### src/pin_map_pkg.sv
package pin_map_pkg;

	// register map, byte addresses of 32-bit words
	localparam logic [7:0] CFG_CTRL_OFS   = 8'h00;
	localparam logic [7:0] NOTICE_OFS     = 8'h10;
	localparam logic [7:0] IN_SEL_OFS     = 8'h40;
	localparam logic [7:0] OUT_SEL_OFS    = 8'h80;

	// field positions and widths
	localparam int SEL_W          = 4;
	localparam int CFG_LOCK_BIT   = 13;
	localparam int NOTICE_ON_BIT    = 15;
	localparam int IDLE_STOP_BIT    = 13;
	localparam int NUM_NOTICE_PORTS = 3;

	// reset values
	localparam logic [3:0] SEL_RST = 4'h0;
	localparam logic       BIT_RST = 1'b0;

	// axi response codes
	localparam logic [1:0] RESP_OKAY   = 2'h0;
	localparam logic [1:0] RESP_SLVERR = 2'h2;

endpackage

### src/peripheral_pin_mapping.sv
// Decided for this implementation: the register addresses and the AXI4-Lite register port.
`timescale 1ns/1ps

module peripheral_pin_mapping
	import pin_map_pkg::*;
#(
	parameter int NUM_PINS   = 8,
	parameter int NUM_IN_FN  = 8,
	parameter int NUM_OUT_FN = 8,
	// per code: pin index selected for a peripheral input
	parameter logic [15:0][7:0] IN_CODE_PIN  = '0,
	// per code: peripheral output index, an index of 0 leaves pin to port logic
	parameter logic [15:0][7:0] OUT_CODE_FN  = '0
) (
	// clock and reset
	input  wire logic                  sys_clk_i,
	input  wire logic                  rst_n_i,
	// axi4-lite slave
	input  wire logic [7:0]            s_axi_awaddr,
	input  wire logic                  s_axi_awvalid,
	output      logic                  s_axi_awready,
	input  wire logic [31:0]           s_axi_wdata,
	input  wire logic [3:0]            s_axi_wstrb,
	input  wire logic                  s_axi_wvalid,
	output      logic                  s_axi_wready,
	output      logic [1:0]            s_axi_bresp,
	output      logic                  s_axi_bvalid,
	input  wire logic                  s_axi_bready,
	input  wire logic [7:0]            s_axi_araddr,
	input  wire logic                  s_axi_arvalid,
	output      logic                  s_axi_arready,
	output      logic [31:0]           s_axi_rdata,
	output      logic [1:0]            s_axi_rresp,
	output      logic                  s_axi_rvalid,
	input  wire logic                  s_axi_rready,
	// pads and peripherals
	input  wire logic [NUM_PINS-1:0]   pin_in_i,
	output      logic [NUM_IN_FN-1:0]  periph_in_o,
	input  wire logic [NUM_OUT_FN-1:0] periph_out_i,
	output      logic [NUM_PINS-1:0]   pin_out_o,
	output      logic [NUM_PINS-1:0]   pin_mapped_o,
	// change notice
	input  wire logic                  idle_mode_i,
	output      logic [2:0]            change_notice_run_o
);

	logic [NUM_IN_FN-1:0][3:0]  in_sel_q;
	logic [NUM_PINS-1:0][3:0]   out_sel_q;
	logic [NUM_NOTICE_PORTS-1:0] notice_on_q;
	logic [NUM_NOTICE_PORTS-1:0] idle_stop_q;
	logic                       config_lock_bit_q;

	logic [7:0]  aw_q;
	logic [31:0] wd_q;
	logic [3:0]  ws_q;
	logic        aw_have_q;
	logic        w_have_q;
	logic        wr_go;
	logic        wr_hit;
	logic        rd_hit;
	logic [31:0] rd_d;

	assign s_axi_awready = !aw_have_q && !s_axi_bvalid;
	assign s_axi_wready  = !w_have_q && !s_axi_bvalid;
	assign wr_go         = aw_have_q && w_have_q && !s_axi_bvalid;
	assign s_axi_arready = !s_axi_rvalid;

	// address and data may arrive in either order; hold until both present
	always_ff @(posedge sys_clk_i or negedge rst_n_i) begin
		if (!rst_n_i) begin
			aw_have_q <= 1'b0;
			w_have_q  <= 1'b0;
			aw_q      <= 8'h00;
			wd_q      <= 32'h0000_0000;
			ws_q      <= 4'h0;
		end else begin
			if (s_axi_awvalid && s_axi_awready) begin
				aw_have_q <= 1'b1;
				aw_q      <= s_axi_awaddr;
			end else if (wr_go) begin
				aw_have_q <= 1'b0;
			end
			if (s_axi_wvalid && s_axi_wready) begin
				w_have_q <= 1'b1;
				wd_q     <= s_axi_wdata;
				ws_q     <= s_axi_wstrb;
			end else if (wr_go) begin
				w_have_q <= 1'b0;
			end
		end
	end

	function automatic logic decode(input logic [7:0] a);
		decode = (a == CFG_CTRL_OFS)
			|| (a >= NOTICE_OFS && a < NOTICE_OFS + 8'(4 * NUM_NOTICE_PORTS))
			|| (a >= IN_SEL_OFS && a < IN_SEL_OFS + 8'(4 * NUM_IN_FN))
			|| (a >= OUT_SEL_OFS && a < OUT_SEL_OFS + 8'(4 * NUM_PINS));
	endfunction

	assign wr_hit = decode(aw_q);

	// register writes; only byte lanes that hold implemented bits matter
	always_ff @(posedge sys_clk_i or negedge rst_n_i) begin
		if (!rst_n_i) begin
			in_sel_q          <= '0;
			out_sel_q         <= '0;
			notice_on_q       <= '0;
			idle_stop_q       <= '0;
			config_lock_bit_q <= BIT_RST;
		end else if (wr_go && wr_hit) begin
			if (aw_q == CFG_CTRL_OFS && ws_q[1]) begin
				config_lock_bit_q <= wd_q[CFG_LOCK_BIT];
			end
			for (int p = 0; p < NUM_NOTICE_PORTS; p++) begin
				if (aw_q == NOTICE_OFS + 8'(4 * p) && ws_q[1]) begin
					notice_on_q[p] <= wd_q[NOTICE_ON_BIT];
					idle_stop_q[p] <= wd_q[IDLE_STOP_BIT];
				end
			end
			for (int i = 0; i < NUM_IN_FN; i++) begin
				if (aw_q == IN_SEL_OFS + 8'(4 * i) && ws_q[0]
					&& !config_lock_bit_q) begin
					in_sel_q[i] <= wd_q[SEL_W-1:0];
				end
			end
			for (int n = 0; n < NUM_PINS; n++) begin
				if (aw_q == OUT_SEL_OFS + 8'(4 * n) && ws_q[0]
					&& !config_lock_bit_q) begin
					out_sel_q[n] <= wd_q[SEL_W-1:0];
				end
			end
		end
	end

	always_ff @(posedge sys_clk_i or negedge rst_n_i) begin
		if (!rst_n_i) begin
			s_axi_bvalid <= 1'b0;
			s_axi_bresp  <= RESP_OKAY;
		end else if (wr_go) begin
			s_axi_bvalid <= 1'b1;
			s_axi_bresp  <= wr_hit ? RESP_OKAY : RESP_SLVERR;
		end else if (s_axi_bready) begin
			s_axi_bvalid <= 1'b0;
		end
	end

	// read mux; unimplemented bits are never stored, so they read zero
	always_comb begin
		rd_d   = 32'h0000_0000;
		rd_hit = decode(s_axi_araddr);
		if (s_axi_araddr == CFG_CTRL_OFS) begin
			rd_d[CFG_LOCK_BIT] = config_lock_bit_q;
		end
		for (int p = 0; p < NUM_NOTICE_PORTS; p++) begin
			if (s_axi_araddr == NOTICE_OFS + 8'(4 * p)) begin
				rd_d[NOTICE_ON_BIT] = notice_on_q[p];
				rd_d[IDLE_STOP_BIT] = idle_stop_q[p];
			end
		end
		for (int i = 0; i < NUM_IN_FN; i++) begin
			if (s_axi_araddr == IN_SEL_OFS + 8'(4 * i)) begin
				rd_d[SEL_W-1:0] = in_sel_q[i];
			end
		end
		for (int n = 0; n < NUM_PINS; n++) begin
			if (s_axi_araddr == OUT_SEL_OFS + 8'(4 * n)) begin
				rd_d[SEL_W-1:0] = out_sel_q[n];
			end
		end
	end

	always_ff @(posedge sys_clk_i or negedge rst_n_i) begin
		if (!rst_n_i) begin
			s_axi_rvalid <= 1'b0;
			s_axi_rdata  <= 32'h0000_0000;
			s_axi_rresp  <= RESP_OKAY;
		end else if (s_axi_arvalid && s_axi_arready) begin
			s_axi_rvalid <= 1'b1;
			s_axi_rdata  <= rd_d;
			s_axi_rresp  <= rd_hit ? RESP_OKAY : RESP_SLVERR;
		end else if (s_axi_rready) begin
			s_axi_rvalid <= 1'b0;
		end
	end

	// routing, registered so data outputs come from flip-flops
	always_ff @(posedge sys_clk_i or negedge rst_n_i) begin
		if (!rst_n_i) begin
			periph_in_o  <= '0;
			pin_out_o    <= '0;
			pin_mapped_o <= '0;
		end else begin
			for (int i = 0; i < NUM_IN_FN; i++) begin
				periph_in_o[i] <= pin_in_i[IN_CODE_PIN[in_sel_q[i]]
					% NUM_PINS];
			end
			for (int n = 0; n < NUM_PINS; n++) begin
				pin_mapped_o[n] <= (OUT_CODE_FN[out_sel_q[n]] != 8'h00);
				pin_out_o[n]    <= periph_out_i[OUT_CODE_FN[out_sel_q[n]]
					% NUM_OUT_FN];
			end
		end
	end

	// change notice runs when enabled and not halted by idle
	always_comb begin
		for (int p = 0; p < NUM_NOTICE_PORTS; p++) begin
			change_notice_run_o[p] = notice_on_q[p]
				&& !(idle_stop_q[p] && idle_mode_i);
		end
	end

	property p_lock_holds_in_sel;
		@(posedge sys_clk_i) disable iff (!rst_n_i)
		config_lock_bit_q |=> $stable(in_sel_q);
	endproperty
	a_lock_holds_in_sel: assert property (p_lock_holds_in_sel)
		else $error("input select changed while locked");

	property p_lock_holds_out_sel;
		@(posedge sys_clk_i) disable iff (!rst_n_i)
		config_lock_bit_q |=> $stable(out_sel_q);
	endproperty
	a_lock_holds_out_sel: assert property (p_lock_holds_out_sel)
		else $error("output select changed while locked");

	property p_in_sel_write;
		@(posedge sys_clk_i) disable iff (!rst_n_i)
		wr_go && !config_lock_bit_q && ws_q[0] && aw_q == IN_SEL_OFS
			|=> in_sel_q[0] == $past(wd_q[3:0]);
	endproperty
	a_in_sel_write: assert property (p_in_sel_write)
		else $error("input select write lost");

	property p_out_sel_write;
		@(posedge sys_clk_i) disable iff (!rst_n_i)
		wr_go && !config_lock_bit_q && ws_q[0] && aw_q == OUT_SEL_OFS
			|=> out_sel_q[0] == $past(wd_q[3:0]);
	endproperty
	a_out_sel_write: assert property (p_out_sel_write)
		else $error("output select write lost");

	property p_sel_upper_zero;
		@(posedge sys_clk_i) disable iff (!rst_n_i)
		s_axi_rvalid && s_axi_rresp == RESP_OKAY
			&& $past(s_axi_araddr) >= IN_SEL_OFS
			|-> s_axi_rdata[31:4] == 28'h0000000;
	endproperty
	a_sel_upper_zero: assert property (p_sel_upper_zero)
		else $error("select upper bits not zero");

	property p_notice_run;
		@(posedge sys_clk_i) disable iff (!rst_n_i)
		!notice_on_q[0] |-> !change_notice_run_o[0];
	endproperty
	a_notice_run: assert property (p_notice_run)
		else $error("change notice runs while off");

	property p_notice_idle;
		@(posedge sys_clk_i) disable iff (!rst_n_i)
		notice_on_q[1] && idle_mode_i
			|-> change_notice_run_o[1] == !idle_stop_q[1];
	endproperty
	a_notice_idle: assert property (p_notice_idle)
		else $error("idle halt wrong");

	property p_notice_reserved;
		@(posedge sys_clk_i) disable iff (!rst_n_i)
		s_axi_rvalid && $past(s_axi_araddr) >= NOTICE_OFS
			&& $past(s_axi_araddr) < IN_SEL_OFS
			|-> (s_axi_rdata & 32'hFFFF_5FFF) == 32'h0000_0000;
	endproperty
	a_notice_reserved: assert property (p_notice_reserved)
		else $error("change notice reserved bits set");

	property p_notice_separate;
		@(posedge sys_clk_i) disable iff (!rst_n_i)
		wr_go && aw_q == NOTICE_OFS |=> $stable(notice_on_q[2:1]);
	endproperty
	a_notice_separate: assert property (p_notice_separate)
		else $error("port A write touched other ports");

endmodule

### config.mk
export PLATFORM = sky130hd
export DESIGN_NAME = peripheral_pin_mapping
export DESIGN_NICKNAME = d
export VERILOG_FILES = /design/src/pin_map_pkg.sv /design/src/peripheral_pin_mapping.sv
export SDC_FILE = /design/constraint.sdc
export NUM_CORES = 1
export LEC_CHECK = 0
export BUFFER_PORTS_ARGS = -buffer_cell sky130_fd_sc_hd__clkbuf_2
export CELL_PAD_IN_SITES_DETAIL_PLACEMENT = 1
export CELL_PAD_IN_SITES_GLOBAL_PLACEMENT = 1
export CORE_ASPECT_RATIO = 2
export CORE_MARGIN = 2
export CORE_UTILIZATION = 44
export DETAILED_ROUTE_END_ITERATION = 16
export GPL_TIMING_DRIVEN = 0
export PLACE_DENSITY_LB_ADDON = 0.25
export SYNTH_ARGS = -nofsm -noshare
export SYNTH_HDL_FRONTEND = slang
export SYNTH_SLANG_ARGS = --single-unit
### constraint.sdc
create_clock -name sys_clk_i -period 4.5 [get_ports sys_clk_i]
set_input_delay 1.125 -clock sys_clk_i [delete_from_list [all_inputs] [get_ports sys_clk_i]]
set_output_delay 1.125 -clock sys_clk_i [all_outputs]
set_load 0.01 [all_outputs]
Word-level counts from Yosys, hierarchy flattened
Memories as Yosys holds them, arrays and structs flattened.
Cells that the tools add are included.
Widths: inputs -> output; s select.
{"block": "totals", "register_bits": 135, "latch_bits": 0, "ramBits": 0, "mem_bits_ro": 2048, "input_bits": 76, "out_inout_bits": 68, "word_cells": 318, "mem_count": 16}
{"block": "classes", "addsub": 0, "multipliers": 0, "div_mod_pow": 0, "n_lt_le_gt_ge": 44, "eq_ne": 38, "shift": 0, "n_mux": 80, "bitwise": 0, "n_reduce_logical": 104}
{"memory": "(no name shown)", "depth": 16, "word_bits": 8, "read_ports": 1, "rd_clocked_by_memory_dff": 0, "write_ports": 0, "line": "peripheral_pin_mapping.sv:199", "text": "pin_out_o[n] <= periph_out_i[OUT_CODE_FN[out_sel_q[n]]"}
{"memory": "(no name shown)", "depth": 16, "word_bits": 8, "read_ports": 1, "rd_clocked_by_memory_dff": 0, "write_ports": 0, "line": "peripheral_pin_mapping.sv:199"}
{"memory": "(no name shown)", "depth": 16, "word_bits": 8, "read_ports": 1, "rd_clocked_by_memory_dff": 0, "write_ports": 0, "line": "peripheral_pin_mapping.sv:199"}
{"memory": "(no name shown)", "depth": 16, "word_bits": 8, "read_ports": 1, "rd_clocked_by_memory_dff": 0, "write_ports": 0, "line": "peripheral_pin_mapping.sv:199"}
{"memory": "(no name shown)", "depth": 16, "word_bits": 8, "read_ports": 1, "rd_clocked_by_memory_dff": 0, "write_ports": 0, "line": "peripheral_pin_mapping.sv:199"}
{"memory": "(no name shown)", "depth": 16, "word_bits": 8, "read_ports": 1, "rd_clocked_by_memory_dff": 0, "write_ports": 0, "line": "peripheral_pin_mapping.sv:199"}
{"memory": "10 more memories"}
{"operator": "$eq 8x7->1 const B", "n": 16}
{"operator": "$eq 8x8->1 const B", "n": 16}
{"operator": "$lt 4x5->1 const B", "n": 16}
{"operator": "$lt 3x4->1 const B", "n": 16}
{"operator": "$mux 4", "n": 16}
{"operator": "$mux 8", "n": 8}
{"operator": "$reduce_bool 8->1", "n": 8}
{"operator": "$logic_and 1x1->1", "n": 56}
{"operator": "$bmux 1 s3", "n": 16}
{"operator": "$eq 8x5->1 const B", "n": 6}
{"operator": "$reduce_and 2->1", "n": 20}
{"operator": "$mux 1", "n": 30}
{"operator": "$mux 3", "n": 8}
{"operator": "$ge 8x5->1 const B", "n": 2}
{"operator": "$ge 8x7->1 const B", "n": 2}
{"operator": "$ge 8x8->1 const B", "n": 2}
{"operator": "$logic_not 8->1", "n": 2}
{"operator": "$lt 8x5->1 const B", "n": 2}
{"operator": "$lt 8x7->1 const B", "n": 2}
{"operator": "$lt 8x8->1 const B", "n": 2}
{"operator": "$logic_not 1->1", "n": 8}
{"operator": "$reduce_bool 2->1", "n": 4}
{"operator": "$logic_or 1x1->1", "n": 6}
{"operator": "$mux 2", "n": 2}

Longest topological paths before layout
Gate-level depths: netlist of the first run.
{"block": "logic_depth", "word_depth": 17, "depth_mapped": 8, "depth_no_buf": 6}

Worst setup path before layout of the first run
No wires, ideal clock.
{"block": "synth_path", "kind": "input to output", "start": "input idle_mode_i", "end": "output change_notice_run_o[0]", "t_arrival_ns": 1.406, "t_required_ns": 3.375, "slack_ns": 1.969, "cell_stages": 1, "n_path_buf": 0, "cell_sequence": "a21boi_0"}
{"block": "synth_between", "elab_chain_cells": 3}
{"element": "start: declaration", "line": "peripheral_pin_mapping.sv:43", "text": "input wire logic idle_mode_i,"}
{"element": "$logic_and 1x1->1", "line": "peripheral_pin_mapping.sv:209", "text": "&& !(idle_stop_q[p] && idle_mode_i);"}
{"element": "$logic_not 1->1", "line": "peripheral_pin_mapping.sv:209"}
{"element": "$logic_and 1x1->1", "line": "peripheral_pin_mapping.sv:209"}
{"element": "end: declaration", "line": "peripheral_pin_mapping.sv:44", "text": "output logic [2:0] change_notice_run_o"}
No other way between the ends.

Worst setup path in the final report of the first run
{"block": "layout_path", "start": "input s_axi_araddr[2]", "end": "register s_axi_rdata[0]"}
{"block": "layout_between", "elab_chain_cells": 17, "elab_cells_between_ends": 32, "classes_between": "16 x eq/ne; 16 x mux"}
{"element": "start: declaration", "line": "peripheral_pin_mapping.sv:29", "text": "input wire logic [7:0] s_axi_araddr,"}
{"element": "$eq 8x7->1", "line": "peripheral_pin_mapping.sv:161", "text": "if (s_axi_araddr == IN_SEL_OFS + 8'(4 * i)) begin"}
{"element": "$mux 4 (8 in a row)", "line": "peripheral_pin_mapping.sv:161"}
{"element": "$mux 4 (7 in a row)", "line": "peripheral_pin_mapping.sv:166", "text": "if (s_axi_araddr == OUT_SEL_OFS + 8'(4 * n)) begin"}
{"element": "$mux 4 *", "line": "peripheral_pin_mapping.sv:166"}
{"element": "end signal: assignment", "line": "peripheral_pin_mapping.sv:179", "text": "s_axi_rdata <= rd_d;"}
{"element": "end: declaration", "line": "peripheral_pin_mapping.sv:32", "text": "output logic [31:0] s_axi_rdata,"}
Every way passes the cells marked *; elsewhere a longest branch is shown, timed or not.
A chain may end at the register's enable or synchronous reset.

==> results by group, run 1 <==
Route
  • DR vias/cell: 5.48
  • M1 WL: 5.11 mm
  • Met3 wire length: 666 um
  • Metal2 WL: 8.28 mm
  • Drt total wl: 15.0 mm
  • Drt initial violations: 214
  • Routed len/inst: 20.1 um
  • DRC Markers: 0
  • Top sig layer: met4
  • Drt pass-1 iters: 4
  • Vias: 4,075
  • Post-DRT Antenna Nets: 0

Timing
  • Fin. max-slew vios: 0
  • Fin crit share: 0.594
  • Worst hold slack: 0.486 ns
  • Max frequency: 0.374 GHz
  • Final hold violations: 0
  • Worst rel slew slack: 0.492
  • Final Skew: 0.0104 ns
  • Unrepaired setup endpoints after global routing: no
  • Tmin final: 2.67 ns
  • Setup WS post-layout: 1.83 ns
  • Setup violators final: 0
  • Worst slew pin tran: 0.762 ns
  • Setup TNS: 0 ns

Yosys
  • Ys async rst share: 1.00
  • Sequential fraction of the synthesis area: 0.475
  • Mapped Cells: 484
  • Syn Area/Cell: 11.0 um2
  • Main synth FF type: dfrtp_1
  • Mapped cell area: 5320 um2
  • EDFF count, synth: 0
  • Register bit count reported by yosys: 101
  • Synth warnings: 0
  • Post-synth cell types: 53

Pwr
  • VDD IR max: 0.345 mV
  • P_leak: 3.05 nW
  • Final Power: 2.74 mW
  • Power Density: 436 nW/um2

GRT
  • Total GRT Usage: 0.241
  • Vias in the first global route: 4,376
  • Initial antenna violation count: 0
  • Global route overflow: 0
  • First-pass GRT wire length: 23.4 mm
  • Largest net degree at the start of global routing: 69

Status
  • Status: finished clean

Clocking
  • H-tree Lvls: 3
  • CTS buffer count: 9
  • Clk Latency, worst-skew pair: 0.34 ns
  • Register clock-pin slew on the reported worst setup and hold paths: 0.07 ns
  • Post-CTS Setup Bufs: 0
  • Longest Clk Path Bufs: 2
  • CTS tree: done
  • Post-cts repair resize count: 0
  • Root buffer cell: clkbuf_16
  • # clock sinks: 101
  • CTS Hold Buffers Added: 0

Min path
  • Worst hold start: s_axi_rdata[15]
  • Worst Hold End: s_axi_rdata[15]
  • Worst min-delay path class: reg2reg
  • Depth of the worst hold-timing path: 2

Final layout
  • Share of cells above drive strength 1: 0.401
  • ANT cells: 0
  • FF/Latch Area: 2530 um2
  • Area of the multi-input gates: 2410 um2
  • Final nets: 670
  • Fillers: 1,346
  • Area delta synth->final: 18.0%
  • Post-route non-filler standard cell count: 744

Die
  • Site Rows: 56
  • Die height: 159 um
  • Die Wd: 81.7 um
  • IO Pins: 144
  • Die Area: 13,000 um2
  • CORE AREA: 11,800 um2
  • Starting Density: 0.452

Setup path
  • Critical Path RT: 4.76 ns
  • Reg2reg end: out_sel_q[2]
  • Critical Path Fanout Max: 10
  • Reg-to-reg setup timing slack: 2.19 ns
  • Crit path DAT: 2.93 ns
  • Critical Path Source Type: input port
  • Crit. End Element: flip-flop
  • WS Path Type: in2reg
  • R2r worst-path depth: 5
  • Worst reg2reg startpoint: aw_q[3]

Placement
  • PortBufs: 63
  • Placed Cells incl. Taps: 728
  • Placed wire-length estimate: 11.5 mm
  • Dpl ws: 1.48 ns
  • GPL Wtd Cong: 0.917

Job
  • Max-Cap Viols: 0
==> worst max-delay path, stage by stage <==
cell and delay [ns]:
buf_2 0.26, buf_2 0.28, buf_1 0.46, o21bai_1 0.16, a31oi_1 0.22, o21ai_0 0.19
a31oi_1 0.23
==> sequential cells by signal (all words and copies together) (netlist names), 2 cells and up <==
register and cells:
wd_q 6, in_sel_q 32, aw_q 8, ws_q 2, idle_stop_q 3, notice_on_q 3, out_sel_q 32, s_axi_rdata 6
==> per-layer routing <==
layer | global-route usage | vias to the layer above
li1 | - | 1841
met1 | 0.249 | 2037
met2 | 0.437 | 153
met3 | 0.0351 | 44
met4 | 0.143 | 0
met5 | 0 | -
==> cells in the final DEF, fill, tap and decap left out, types with 8 or more instances in the layout <==
cell type | Yosys | routed
dfrtp_1 | 101 | 101
clkbuf_16 | 0 | 9
a21oi_1 | 19 | 19
nor3_1 | 8 | 8
clkbuf_1 | 14 | 15
mux2_2 | 89 | 89
o21ai_0 | 20 | 20
nor2_1 | 39 | 39
conb_1 | 1 | 36
buf_4 | 51 | 51
nand2_1 | 23 | 23
nand3_1 | 10 | 10
clkbuf_2 | 0 | 62
==> synth_stat cells, types with 2 or more instances <==
| master | number | area [um2] |
|---|---|---|
| inv_1 | 5 | 18.8 |
| mux2_2 | 89 | 1000 |
| nor2b_1 | 7 | 43.8 |
| a221oi_1 | 2 | 17.5 |
| nand2_1 | 23 | 86.3 |
| a21oi_1 | 19 | 95.1 |
| o22ai_1 | 5 | 31.3 |
| a21boi_0 | 3 | 22.5 |
| nand4bb_1 | 2 | 22.5 |
| nand3_1 | 10 | 50.1 |
| o221ai_1 | 2 | 17.5 |
| a31oi_1 | 7 | 43.8 |
| and3_1 | 2 | 12.5 |
| a21o_1 | 2 | 15.0 |
| nand3b_1 | 4 | 30.0 |
| nor2_1 | 39 | 146 |
| or3_1 | 2 | 12.5 |
| o21bai_1 | 2 | 15.0 |
| mux4_2 | 3 | 67.6 |
| o21ai_0 | 20 | 100 |
| and2_1 | 2 | 12.5 |
| buf_4 | 51 | 383 |
| buf_2 | 7 | 35.0 |
| or2_1 | 3 | 18.8 |
| o21ai_1 | 2 | 10.0 |
| o211ai_1 | 2 | 15.0 |
| dfrtp_1 | 101 | 2530 |
| mux2i_1 | 7 | 70.1 |
| nand2b_1 | 7 | 43.8 |
| nor4_1 | 4 | 25.0 |
| nor3_1 | 8 | 40.0 |
| clkbuf_1 | 14 | 52.6 |
| nor3b_1 | 4 | 30.0 |
| a211oi_1 | 5 | 37.5 |
==> worst max-delay path by stage <==
stage / start / endpoint / cells past startpoint
2_1_floorplan: idle_mode_i / change_notice_run_o[0] / 1
3_3_place_gp: rst_n_i / out_sel_q[12] / 1
3_5_place_dp: s_axi_araddr[2] / s_axi_rdata[0] / 7
4_1_cts: idle_mode_i / change_notice_run_o[0] / 3
5_1_grt: s_axi_araddr[2] / s_axi_rdata[0] / 7
6_report: s_axi_araddr[2] / s_axi_rdata[0] / 7
==> where the power goes <==
part	switching (mW)	internal [mW]
Clock	0.346	0.448
Combinational	0.382	0.305
Sequential	0.176	1.08
==> per-stage QoR <==
| stage | cell area, um2 | utilization |
|---|---|---|
| floorplan | 5450 | - |
| global placement | 5950 | 0.505 |
| detailed placement | 5980 | 0.508 |
| CTS | 6280 | 0.533 |
| global route | 6280 | 0.533 |
| finish | 6280 | 0.533 |
==> final cells by class <==
cell class                 instances  area share
clock inverter                     5     0.00937
inverter                           5     0.00299
clock buffer                      11      0.0387
timing repair buffer              64      0.0550
buffer                            75      0.0785
tap                              145      0.0289
sequential                       101       0.403
multi-input combinational        338       0.384
==> logic make-up (layout without fill, tap and decap cells) <==
family	Yosys count	count (layout)	synth area share
buffers and inverters	80	160	0.0962
DFF	101	101	0.475
and+or+nand+nor	127	127	0.126
AOI/OAI and AO/OA	76	76	0.0877
muxes	99	99	0.214
other	1	36	0.000705
Note: power is estimated with default switching activity, not from simulation.
==> run 2, diff against run 1 <==
--- a/config.mk
+++ b/config.mk
@@ -10,7 +10,7 @@
 export CELL_PAD_IN_SITES_GLOBAL_PLACEMENT = 1
 export CORE_ASPECT_RATIO = 2
 export CORE_MARGIN = 2
-export CORE_UTILIZATION = 44
+export CORE_UTILIZATION = 41
 export DETAILED_ROUTE_END_ITERATION = 16
 export GPL_TIMING_DRIVEN = 0
 export PLACE_DENSITY_LB_ADDON = 0.25
==> constraint.sdc (replaced) <==
create_clock -name sys_clk_i -period 2.5 [get_ports sys_clk_i]
set_input_delay 0.625 -clock sys_clk_i [delete_from_list [all_inputs] [get_ports sys_clk_i]]
set_output_delay 0.625 -clock sys_clk_i [all_outputs]
set_load 0.01 [all_outputs]
==> run 2 against run 1 <==
Via count down 1.5%. Hold slack worse by 0.21 ns. Critical endpoint is now out_sel_q[16]. Highest routed layer unchanged. Sequential power up 82%.
==> results by group, run 2 (synthesized netlist as in run 1, its figures left out) <==
Final layout
  • Commonest non-fill, non-tap cell in the layout: dfrtp_1 (unchanged)
  • Post-route non-filler standard cell count: 748 (was 744)
  • Area delta synth->final: 17.8% (was 18.0%)
  • ANT cells: 0 (unchanged)
  • Final nets: 670 (unchanged)
  • Top flop regs: in_sel_q (32), out_sel_q (32), aw_q (8) (unchanged)
  • Most frequent cells in the layout: dfrtp_1, mux2_2, clkbuf_2 (unchanged)
  • Fillers: 1,425 (was 1,346)
  • Share of cells above drive strength 1: 0.398 (was 0.401)

Clocking
  • Root buffer cell: clkbuf_16 (unchanged)
  • Clk Latency, worst-skew pair: 0.35 ns (was 0.34 ns)
  • Register clock-pin slew on the reported worst setup and hold paths: 0.07 ns (about the same)
  • # clock sinks: 101 (unchanged)
  • CTS Hold Buffers Added: 0 (unchanged)
  • Post-cts repair resize count: 0 (unchanged)
  • CTS buffer count: 9 (unchanged)
  • CTS tree: done (unchanged)
  • H-tree Lvls: 3 (unchanged)
  • Post-CTS Setup Bufs: 0 (unchanged)
  • Longest Clk Path Bufs: 2 (unchanged)

Setup path
  • Crit. End Element: flip-flop (unchanged)
  • Crit path DAT: 2.46 ns (was 2.93 ns)
  • Critical Path Fanout Max: 9 (was 10)
  • Critical Path RT: 2.73 ns (was 4.76 ns)
  • WS Path Type: reg2reg (was in2reg)
  • Critical Path Source Type: flip-flop (was input port)

Timing
  • Worst slew pin tran: 0.726 ns (was 0.762 ns)
  • Unrepaired setup endpoints after global routing: no (unchanged)
  • Max frequency: 0.449 GHz
  • Final Skew: 0.00830 ns (was 0.0104 ns)
  • Worst rel slew slack: 0.512 (was 0.492)
  • Setup TNS: 0 ns (unchanged)
  • Final hold violations: 0 (unchanged)
  • Fin crit share: 0.892
  • Tmin final: 2.23 ns
  • Setup violators final: 0 (unchanged)
  • Worst hold slack: 0.278 ns (was 0.486 ns)
  • Fin. max-slew vios: 0 (unchanged)

GRT
  • Initial antenna violation count: 0 (unchanged)
  • Global Route met2 Usage: 0.429 (was 0.437)
  • Global route overflow: 0 (unchanged)
  • Global Route met3 Usage: 0.0283 (was 0.0351)
  • Largest net degree at the start of global routing: 68 (was 69)
  • GR Util met1: 0.229 (was 0.249)
  • Total GRT Usage: 0.226 (was 0.241)
  • Global route hottest layer: met2 (unchanged)
  • First-pass GRT wire length: 23.7 mm (was 23.4 mm)
  • Vias in the first global route: 4,332 (was 4,376)

Route
  • Post-DRT Antenna Nets: 0 (unchanged)
  • Drt initial violations: 150 (was 214)
  • DR vias/cell: 5.36 (was 5.48)
  • Drt total wl: 15.1 mm (was 15.0 mm)
  • Routed len/inst: 20.2 um (was 20.1 um)
  • DRC Markers: 0 (unchanged)
  • Vias: 4,012 (was 4,075)
  • Drt pass-1 iters: 4 (unchanged)

Die
  • Die Area: 14,000 um2 (was 13,000 um2)
  • Site Rows: 58 (was 56)
  • CORE AREA: 12,600 um2 (was 11,800 um2)
  • Die height: 165 um (was 159 um)
  • Starting Density: 0.421 (was 0.452)
  • IO Pins: 144 (unchanged)
  • Die Wd: 84.5 um (was 81.7 um)

Placement
  • GPL Wtd Cong: 0.866 (was 0.917)
  • Placed Cells incl. Taps: 733 (was 728)
  • PortBufs: 63 (unchanged)
  • Placed wire-length estimate: 11.8 mm (was 11.5 mm)

Min path
  • Worst min-delay path class: in2async (was reg2reg)

Pwr
  • P_leak: 3.04 nW (was 3.05 nW)
  • Power Density: 776 nW/um2 (was 436 nW/um2)
  • VDD IR max: 0.522 mV (was 0.345 mV)
  • Final Power: 4.86 mW (was 2.74 mW)

Status
  • Status: finished clean (unchanged)

Job
  • Max-Cap Viols: 0 (unchanged)
[run 2: cell count changes in the layout (fill, tap and decap cells not counted)]
cell      delta
inv_6        -1
clkbuf_1     +1
clkbuf_8     -1
[run 2: metrics by stage]
step	worst slack, ns	instance area (um2)	utilization
5_1_grt	0.0880	6270	0.496
6_report	0.271	6270	0.496
4_1_cts	0.269	6270	0.496
3_5_place_dp	-0.0369	5980	0.474
3_3_place_gp	-0.455	5950	0.471
2_1_floorplan	0.582	5450	-
[run 2: per-layer routing]
layer,wire [um],vias to the layer above
met2,8480,122
met3,493,42
met1,5260,2001
met4,893,0
met5,0,-
li1,-,1847
[run 2: where the power goes]
part,switching (mW),internal (mW)
sequential,0.324,1.94
combinational,0.681,0.550
clock,0.595,0.770
total,1.60,3.26
[run 2: worst max-delay path, stage by stage, from the launching register on]
cell and delay [ns]:
dfrtp_1 0.36, clkbuf_1 0.20, nor4_2 0.39, nand3b_1 0.29
nor2_1 0.48, mux2_2 0.40
[run 2: final cells by class]
cell class	count	area, um2	share of cell area
plain buffers	75	493	0.0787
clock buffers	11	233	0.0371
clock inverters	4	50.0	0.00799
inverters	5	18.8	0.00300
multi-input cells	338	2410	0.385
flip-flops and latches	101	2530	0.403
well taps	150	188	0.0300
repair buffers	64	345	0.0551
[run 2: worst paths after layout]
kind	cells after the start	slack, ns	to	start
setup / recovery	5	0.27	out_sel_q[16]	aw_q[3]
hold / removal	1	0.28	notice_on_q[0]	rst_n_i
setup reg to reg	5	0.27	out_sel_q[16]	aw_q[3]
hold reg to reg	2	0.48	s_axi_rresp[1]	s_axi_rresp[1]
max in group asynchronous	2	1.47	out_sel_q[11]	rst_n_i
min in group sys_clk_i	1	0.38	periph_in_o[6]	pin_in_i[0]
